[src/logic/tcvs_pkg.sv]
package tcvs_pkg;
  localparam int TCVS_NCH = 6;
  localparam int TCVS_VAL_W = 16;
  // byte addresses: value registers at 0x10 + 8*i
  localparam logic [7:0] TCVS_CV_BASE = 8'h10;
  localparam logic [7:0] TCVS_CV_STRIDE = 8'h08;
  localparam logic [7:0] TCVS_STATUS_OFS = 8'h50;
  localparam logic [7:0] TCVS_CSC_BASE = 8'h60;
  localparam logic [7:0] TCVS_MODE_OFS = 8'h80;
  localparam logic [7:0] TCVS_IRQ_STAT_OFS = 8'h84;
  localparam logic [7:0] TCVS_IRQ_CLR_OFS = 8'h88;
  localparam logic [7:0] TCVS_IRQ_EN_OFS = 8'h8C;
  localparam int TCVS_WRAP_BIT = 8;
  localparam int TCVS_CSC_FLAG_BIT = 7;
  localparam logic [31:0] TCVS_CV_RESET = 32'h00000000;
  localparam logic [31:0] TCVS_ERR_DATA = 32'h00000000;
endpackage

[src/logic/tcvs_chan_if.sv]
`timescale 1ns/1ns
`default_nettype none
interface tcvs_chan_if #(parameter int W = 16);
  logic wr;
  logic [W-1:0] wdata;
  logic input_mode;
  logic capture;
  logic [W-1:0] counter;
  logic update;
  logic [W-1:0] value;
  modport ctrl (output wr, output wdata, output input_mode, output capture,
    output counter, output update, input value);
  modport chan (input wr, input wdata, input input_mode, input capture,
    input counter, input update, output value);
endinterface
`default_nettype wire

[src/logic/tcvs_chan_value.sv]
`timescale 1ns/1ns
`default_nettype none
module tcvs_chan_value
  import tcvs_pkg::*;
#(
  parameter int W = TCVS_VAL_W
) (
  // clock and reset
  input wire logic pclk,
  input wire logic presetn,
  // channel side
  tcvs_chan_if.chan ch
);
  logic [W-1:0] value_reg;
  logic [W-1:0] buf_reg;
  logic pend_reg;

  // compare writes wait in the buffer until the update point
  always_ff @(posedge pclk or negedge presetn) begin
    if (!presetn) begin
      buf_reg <= '0;
      pend_reg <= 1'b0;
    end else if (ch.wr && !ch.input_mode) begin
      buf_reg <= ch.wdata;
      pend_reg <= 1'b1;
    end else if (ch.update || ch.input_mode) begin
      pend_reg <= 1'b0;
    end
  end

  always_ff @(posedge pclk or negedge presetn) begin
    if (!presetn) begin
      value_reg <= TCVS_CV_RESET[W-1:0];
    end else if (ch.input_mode) begin
      if (ch.capture) begin
        value_reg <= ch.counter;
      end
    end else if (ch.update && pend_reg) begin
      value_reg <= buf_reg;
    end
  end

  assign ch.value = value_reg;

  chk_capture_loads: assert property (@(posedge pclk) disable iff (!presetn)
    ch.input_mode && ch.capture |=> value_reg == $past(ch.counter))
    else $error("capture value not loaded");
  chk_input_write_drop: assert property (@(posedge pclk) disable iff (!presetn)
    ch.input_mode && !ch.capture |=> $stable(value_reg))
    else $error("value changed in input mode without capture");
  chk_no_early_match: assert property (@(posedge pclk) disable iff (!presetn)
    !ch.input_mode && !ch.update |=> $stable(value_reg))
    else $error("match value changed outside update point");
  chk_buffer_holds: assert property (@(posedge pclk) disable iff (!presetn)
    ch.wr && !ch.input_mode |=> buf_reg == $past(ch.wdata))
    else $error("compare write not buffered");
endmodule // tcvs_chan_value
`default_nettype wire

[src/logic/tcvs_top.sv]
// Functional notes
// - value holds capture or match value by mode
// - writes ignored in input capture mode
// - compare writes go to per-channel buffer
// - buffer moves to value at update point
// - 16-bit value, upper bits read zero
// - combined register mirrors each channel flag
// - one read returns all channel flags
// - writing all ones clears all flags
// - hardware sets flag on every channel event
// - only a written one clears a flag
// - new event beats a clearing write
// - channel interrupt request never lost
// - bit 8 mirrors counter wrap flag
// - bits 0 to 5 hold channel flags
// - bits 31:9 and 7:6 read zero
`timescale 1ns/1ns
`default_nettype none
module tcvs_top
  import tcvs_pkg::*;
#(
  parameter int NCH = TCVS_NCH,
  parameter int W = TCVS_VAL_W
) (
  // clock and reset
  input wire logic pclk,
  input wire logic presetn,
  // apb slave
  input wire logic psel,
  input wire logic penable,
  input wire logic pwrite,
  input wire logic [7:0] paddr,
  input wire logic [31:0] pwdata,
  input wire logic [3:0] pstrb,
  output logic [31:0] prdata,
  output logic pready,
  output logic pslverr,
  // timer core
  input wire logic [W-1:0] counter_value,
  input wire logic [NCH-1:0] chan_event,
  input wire logic wrap_event,
  input wire logic update_point,
  // channel match values to the compare logic
  output logic [NCH*W-1:0] match_values,
  // interrupt
  output logic irq
);
  // refused at elaboration: flag map and value field have fixed widths
  if (NCH < 1 || NCH > 6) begin : g_bad_nch
    $error("NCH must be 1 to 6");
  end
  if (W != 16) begin : g_bad_w
    $error("W must be 16");
  end

  logic wr_acc;
  logic rd_acc;
  logic full_word;
  logic [NCH-1:0] mode_input_reg;
  logic [NCH-1:0] chan_flag_reg;
  logic [NCH-1:0] flag_clr;
  logic wrap_flag_reg;
  logic wrap_clr;
  logic [NCH:0] irq_stat_reg;
  logic [NCH:0] irq_en_reg;
  logic [NCH:0] irq_stat_next;
  logic [NCH:0] irq_events;
  logic [NCH-1:0] cv_hit;
  logic [NCH-1:0] csc_hit;
  logic [NCH-1:0] cv_wr;
  logic [W-1:0] cv_val [NCH];
  logic [31:0] rdata_next;
  logic addr_ok;

  assign wr_acc = psel && penable && pwrite;
  assign rd_acc = psel && !pwrite;
  // partial byte updates of a value are refused
  assign full_word = pstrb[0] && pstrb[1];

  // zero wait state slave
  assign pready = 1'b1;

  genvar gi;
  generate
    for (gi = 0; gi < NCH; gi++) begin : g_chan
      tcvs_chan_if #(.W(W)) chif ();
      assign cv_hit[gi] = paddr == 8'(TCVS_CV_BASE + 8'(gi) * TCVS_CV_STRIDE);
      assign csc_hit[gi] = paddr == 8'(TCVS_CSC_BASE + 8'(gi * 4));
      assign cv_wr[gi] = wr_acc && cv_hit[gi] && full_word;
      assign chif.wr = cv_wr[gi] && !mode_input_reg[gi];
      assign chif.wdata = pwdata[W-1:0];
      assign chif.input_mode = mode_input_reg[gi];
      assign chif.capture = chan_event[gi];
      assign chif.counter = counter_value;
      assign chif.update = update_point;
      assign cv_val[gi] = chif.value;
      assign match_values[gi*W +: W] = chif.value;
      tcvs_chan_value #(.W(W)) u_val (
        .pclk(pclk),
        .presetn(presetn),
        .ch(chif.chan)
      );
      // either view clears the same flag
      assign flag_clr[gi] = wr_acc && pwdata[gi] && (paddr == TCVS_STATUS_OFS)
        || wr_acc && pwdata[TCVS_CSC_FLAG_BIT] && csc_hit[gi];
    end
  endgenerate

  assign wrap_clr = wr_acc && (paddr == TCVS_STATUS_OFS) && pwdata[TCVS_WRAP_BIT];

  // mode register: bit i high puts channel i in input capture
  always_ff @(posedge pclk or negedge presetn) begin
    if (!presetn) begin
      mode_input_reg <= '0;
    end else if (wr_acc && paddr == TCVS_MODE_OFS) begin
      mode_input_reg <= pwdata[NCH-1:0];
    end
  end

  // set wins over clear so a late event survives the clearing write
  always_ff @(posedge pclk or negedge presetn) begin
    if (!presetn) begin
      chan_flag_reg <= '0;
    end else begin
      chan_flag_reg <= chan_event | (chan_flag_reg & ~flag_clr);
    end
  end

  always_ff @(posedge pclk or negedge presetn) begin
    if (!presetn) begin
      wrap_flag_reg <= 1'b0;
    end else begin
      wrap_flag_reg <= wrap_event | (wrap_flag_reg & ~wrap_clr);
    end
  end

  // interrupt status: sticky, cleared through the clear register
  assign irq_events = {wrap_event, chan_event};
  always_comb begin
    irq_stat_next = irq_stat_reg;
    if (wr_acc && paddr == TCVS_IRQ_CLR_OFS) begin
      irq_stat_next = irq_stat_next & ~pwdata[NCH:0];
    end
    irq_stat_next = irq_stat_next | irq_events;
  end

  always_ff @(posedge pclk or negedge presetn) begin
    if (!presetn) begin
      irq_stat_reg <= '0;
    end else begin
      irq_stat_reg <= irq_stat_next;
    end
  end

  always_ff @(posedge pclk or negedge presetn) begin
    if (!presetn) begin
      irq_en_reg <= '0;
    end else if (wr_acc && paddr == TCVS_IRQ_EN_OFS) begin
      irq_en_reg <= pwdata[NCH:0];
    end
  end

  always_ff @(posedge pclk or negedge presetn) begin
    if (!presetn) begin
      irq <= 1'b0;
    end else begin
      irq <= |(irq_stat_next & irq_en_reg);
    end
  end

  // read mux
  always_comb begin
    rdata_next = 32'h00000000;
    addr_ok = 1'b0;
    for (int i = 0; i < NCH; i++) begin
      if (cv_hit[i]) begin
        rdata_next = {16'h0000, cv_val[i]};
        addr_ok = 1'b1;
      end
      if (csc_hit[i]) begin
        rdata_next[TCVS_CSC_FLAG_BIT] = chan_flag_reg[i];
        addr_ok = 1'b1;
      end
    end
    if (paddr == TCVS_STATUS_OFS) begin
      rdata_next[NCH-1:0] = chan_flag_reg;
      rdata_next[TCVS_WRAP_BIT] = wrap_flag_reg;
      addr_ok = 1'b1;
    end
    if (paddr == TCVS_MODE_OFS) begin
      rdata_next[NCH-1:0] = mode_input_reg;
      addr_ok = 1'b1;
    end
    if (paddr == TCVS_IRQ_STAT_OFS) begin
      rdata_next[NCH:0] = irq_stat_reg;
      addr_ok = 1'b1;
    end
    if (paddr == TCVS_IRQ_EN_OFS) begin
      rdata_next[NCH:0] = irq_en_reg;
      addr_ok = 1'b1;
    end
    if (paddr == TCVS_IRQ_CLR_OFS) begin
      addr_ok = 1'b1;
    end
  end

  // data captured in setup, stands through the access phase
  always_ff @(posedge pclk or negedge presetn) begin
    if (!presetn) begin
      prdata <= 32'h00000000;
      pslverr <= 1'b0;
    end else if (psel && !penable) begin
      prdata <= rd_acc ? rdata_next : 32'h00000000;
      pslverr <= !addr_ok;
    end
  end

  chk_set_beats_clear: assert property (@(posedge pclk) disable iff (!presetn)
    chan_event[0] && flag_clr[0] |=> chan_flag_reg[0])
    else $error("event lost against clear");
  chk_flag_sets: assert property (@(posedge pclk) disable iff (!presetn)
    chan_event != '0 |=> (chan_flag_reg & $past(chan_event)) == $past(chan_event))
    else $error("flag not set on event");
  chk_zero_keeps: assert property (@(posedge pclk) disable iff (!presetn)
    flag_clr == '0 && chan_event == '0 |=> chan_flag_reg == $past(chan_flag_reg))
    else $error("flag changed without clear");
  chk_all_ones_clear: assert property (@(posedge pclk) disable iff (!presetn)
    wr_acc && paddr == TCVS_STATUS_OFS && pwdata[NCH-1:0] == '1 && chan_event == '0
    |=> chan_flag_reg == '0)
    else $error("all ones did not clear flags");
  chk_status_read: assert property (@(posedge pclk) disable iff (!presetn)
    psel && !penable && !pwrite && paddr == TCVS_STATUS_OFS
    |=> prdata == {23'h0, $past(wrap_flag_reg), 2'b00, 6'($past(chan_flag_reg))})
    else $error("status read wrong");
  chk_wrap_mirror: assert property (@(posedge pclk) disable iff (!presetn)
    wrap_event |=> wrap_flag_reg ##0 irq_stat_reg[NCH])
    else $error("wrap flag not mirrored");
  chk_upper_zero: assert property (@(posedge pclk) disable iff (!presetn)
    psel && !penable && cv_hit != '0 |=> prdata[31:16] == 16'h0000)
    else $error("value upper bits not zero");
  chk_irq_kept: assert property (@(posedge pclk) disable iff (!presetn)
    chan_event[0] && irq_en_reg[0] && $stable(irq_en_reg) |=> irq)
    else $error("interrupt lost");
  chk_csc_clear: assert property (@(posedge pclk) disable iff (!presetn)
    wr_acc && csc_hit[0] && pwdata[TCVS_CSC_FLAG_BIT] && !chan_event[0]
    |=> !chan_flag_reg[0])
    else $error("csc view clear failed");
  chk_csc_mirror: assert property (@(posedge pclk) disable iff (!presetn)
    psel && !penable && !pwrite && csc_hit[0]
    |=> prdata == {24'h000000, $past(chan_flag_reg[0]), 7'h00})
    else $error("csc view does not mirror flag");
endmodule // tcvs_top
`default_nettype wire

[config.mk]
export PLATFORM = sky130hd
export DESIGN_NAME = tcvs_top
export DESIGN_NICKNAME = d
export VERILOG_FILES = /design/src/logic/tcvs_pkg.sv /design/src/logic/tcvs_chan_if.sv /design/src/logic/tcvs_chan_value.sv /design/src/logic/tcvs_top.sv
export SDC_FILE = /design/constraint.sdc
export NUM_CORES = 1
export LEC_CHECK = 0
export BUFFER_PORTS_ARGS = -buffer_cell sky130_fd_sc_hd__buf_2
export CAP_MARGIN = 20
export CELL_PAD_IN_SITES_DETAIL_PLACEMENT = 0
export CELL_PAD_IN_SITES_GLOBAL_PLACEMENT = 1
export CORE_UTILIZATION = 44
export DETAILED_ROUTE_END_ITERATION = 10
export PLACE_DENSITY = 0.81
export SLEW_MARGIN = 30
export SYNTH_ARGS = -nofsm -noshare
export SYNTH_HDL_FRONTEND = slang
export SYNTH_SLANG_ARGS = --single-unit
[constraint.sdc]
create_clock -name pclk -period 2.2 [get_ports pclk]
set_input_delay 0.33 -clock pclk [delete_from_list [all_inputs] [get_ports pclk]]
set_output_delay 0.33 -clock pclk [all_outputs]
set_load 0.05 [all_outputs]
==> metrics.md <==
| Metric | Value |
|---|---|
| Status | `complete, no violations` |
| Final setup skew | `0.0212 ns` |
| Die Wd | `165 µm` |
| Critical path required time | `2.61 ns` |
| Inst Count DP | `1596` |
| Slew margin rel. | `0.549` |
| P_leak | `6.67 nW` |
| Critical-path top delay cell | `or4_1` |
| Async set or reset register ratio after synthesis | `1.00` |
| Peak VDD IR | `499 µV` |
| Drt drc | `0` |
| Seq/Total Area, Yosys | `0.519` |
| Final setup vio count | `0` |
| Initial Util | `0.449` |
| Dpl hpwl | `27100 µm` |
| First-pass GRT wire length | `55300 µm` |
| R2R setup slack | `0.53 ns` |
| CTS sink cnt | `243` |
| Router iterations before antenna repair | `5` |
| Worst-path clk slew | `0.06 ns` |
| Mean Syn Cell Area | `10.9 µm²` |
| Placed Area | `13400 µm²` |
| DR iter-0 viols | `757` |
| H-Tree Depth | `1` |
| Startpoint types | `input pin` |
| Core Area | `26100 µm²` |
| Via density | `5.61` |
| Residual antenna-violating net count after detailed routing | `0` |
| Setup CP Type | `input pin to register` |
| Worst-margin pin slew | `0.675 ns` |
| Antenna violations before repair | `0` |
| Nature of the critical path endpoint | `register` |
| Post-Syn Instances | `1072` |
| Num rows | `59` |
| Nets | `1365` |
| Most used DFF post-synth | `dfrtp_1` |
| Post-synthesis register bit count | `243` |
| Crit-path cells | `buf_2, buf_4, nor2_1, nand2_1, or4_1, buf_12, mux2_2` |
| Max Transition Viols Final | `0` |
| Vias in the first global route | `9093` |
| Minimum clock period | `1.82 ns` |
| Clock tree buffer depth | `3` |
| Distinct cells, synth | `60` |
| Root Buffer | `clkbuf_16` |
| # diodes | `0` |
| Design area | `14300 µm²` |
| Total CTS buffers | `27` |
| Hold Vio Cnt, Final | `0` |
| Period Utilization, post-route | `0.826` |
| Clock Latency Late Sink | `0.54 ns` |
| Largest net degree at the start of global routing | `67` |
| Max Clk Rate | `550 MHz` |
| Wire per inst | `22.2 µm` |
| Global Route Usage Sum | `0.273` |
| Setup ws final | `0.382 ns` |
| # IOs | `204` |
| Warnings, synthesis | `0` |
| Share of layout cells above drive strength 1 | `0.342` |
| IO buf count | `168` |
| CTS tree | `done` |
| Mapped Area | `11700 µm²` |
| Post-cts sizing count | `0` |
| Slowest Stage Delay on Critical Path | `0.55 ns` |
| Via count | `9209` |
| CTS Hold Bufs | `2` |
| Grt ovf | `0` |
| Setup Buffers After CTS | `0` |
| Fin cells | `1642` |
| DIE AREA | `27300 µm²` |
| Worst-path fanout max | `17` |
| Chip Height | `165 µm` |
| Worst hold path class | `input pin to register` |
| RD Place Congestion | `0.944` |
| Power per cell area | `668 nW/µm²` |
| Max Cap Violations | `0` |
| Worst slack at placement | `-0.120 ns` |
| EDFF count, synth | `0` |
| Area Overhead vs Synth | `22.2%` |
| RSZ-0062 raised after global routing | `false` |
| Arr. time, crit path | `2.23 ns` |
| Post-Route WL | `36400 µm` |
==> final cells by class <==
cell class / count / area [µm²]
Fill cell: 2348 / 11700
Sequential cell: 243 / 6080
Multi-Input combinational cell: 741 / 5220
Timing Repair Buffer: 269 / 1700
Clock buffer: 34 / 762
Tap cell: 335 / 419
Clock inverter: 10 / 90.1
Inverter: 10 / 37.5
==> synthesized netlist by cell type, types with 4 or more instances <==
library cell / count / area share
nand2b_1: 5 / 0.0027
o2bb2ai_1: 6 / 0.0045
or4_1: 7 / 0.0045
and3_1: 5 / 0.0027
or2_2: 7 / 0.0037
o21a_1: 12 / 0.0077
nand3_1: 9 / 0.0038
nor3_1: 12 / 0.0051
mux2_2: 101 / 0.097
a211oi_1: 7 / 0.0045
nand4_1: 10 / 0.0053
mux2_4: 9 / 0.012
a221o_1: 5 / 0.0043
a22oi_1: 11 / 0.0071
nor2_1: 32 / 0.010
o221ai_1: 4 / 0.0030
inv_1: 10 / 0.0032
mux2i_1: 106 / 0.091
a21oi_1: 25 / 0.011
a32oi_1: 6 / 0.0045
clkbuf_1: 51 / 0.016
buf_2: 10 / 0.0043
o21ai_0: 142 / 0.061
buf_4: 18 / 0.012
nand2_1: 135 / 0.043
buf_1: 11 / 0.0035
a21o_1: 10 / 0.0064
dfrtp_1: 243 / 0.52
a31oi_1: 5 / 0.0027
a22o_1: 10 / 0.0075
==> layout by cell type, fill, tap and decap left out, types with 9 or more instances in the layout <==
master	n
inv_1	10
mux2_4	9
a21o_1	10
clkbuf_16	27
o21a_1	12
nor2_1	32
buf_4	92
mux2i_1	106
a21oi_1	19
a22oi_1	11
nand3_1	9
a22o_1	10
buf_2	167
conb_1	17
o21ai_0	142
mux2_2	101
dfrtp_1	243
nor3_1	11
nand2_1	135
nand4_1	10
==> kinds of logic (layout without fill, tap and decap cells) <==
kind of cell,after synthesis,count (layout),synth area share
compound gates,262,262,0.137
buf+inv,103,323,0.0421
flops,243,243,0.519
mux,216,216,0.199
other cells,2,17,0.000641
simple gates,246,246,0.102
==> critical path: cells and delay by family <==
family | cells | cell delay [ns]
multiplexers | 1 | 0.27
buffers and inverters | 3 | 0.45
AND/OR/NAND/NOR | 3 | 1.16
==> worst paths after layout <==
| kind | startpoint | endpoint | cells after the start |
|---|---|---|---|
| setup / recovery | paddr[7] | g_chan[0].u_val.buf_reg[1] | 7 |
| hold / removal | chan_event[4] | chan_flag_reg[4] | 2 |
| setup reg to reg | mode_input_reg[5] | g_chan[5].u_val.ch.value[15] | 3 |
| hold reg to reg | g_chan[0].u_val.pend_reg | g_chan[0].u_val.pend_reg | 2 |
| max in group asynchronous | presetn | g_chan[0].u_val.ch.value[9] | 3 |
| min in group asynchronous | presetn | chan_flag_reg[1] | 2 |
==> power breakdown <==
part | switching [mW] | total, mW | leakage (nW) | internal, mW
sequential | 0.0161 | 4.51 | 3.32 | 4.49
combinational | 0.493 | 0.683 | 2.94 | 0.191
clock | 1.82 | 4.37 | 0.416 | 2.55
total | 2.33 | 9.56 | 6.67 | 7.23
==> through the flow <==
step                      power [mW]   util  TNS [ns]  hold WS, ns
after floorplan                 4.91      -     -1.85       0.0344
after global placement          5.26  0.516     -5.82        0.229
after detailed placement        5.26  0.516     -5.15        0.229
after CTS                       9.63  0.549         0       0.0655
after global routing            9.87  0.549         0       0.0650
final                           9.56  0.549         0       0.0808
==> routing by layer <==
layer | up-vias | wire (µm) | global-route usage
met5 | - | 0 | 0
met4 | 0 | 650 | 0.0646
met3 | 47 | 2100 | 0.0360
met2 | 289 | 16400 | 0.420
met1 | 4602 | 17300 | 0.408
li1 | 4271 | - | -
Power figures use the tool's default switching activity.
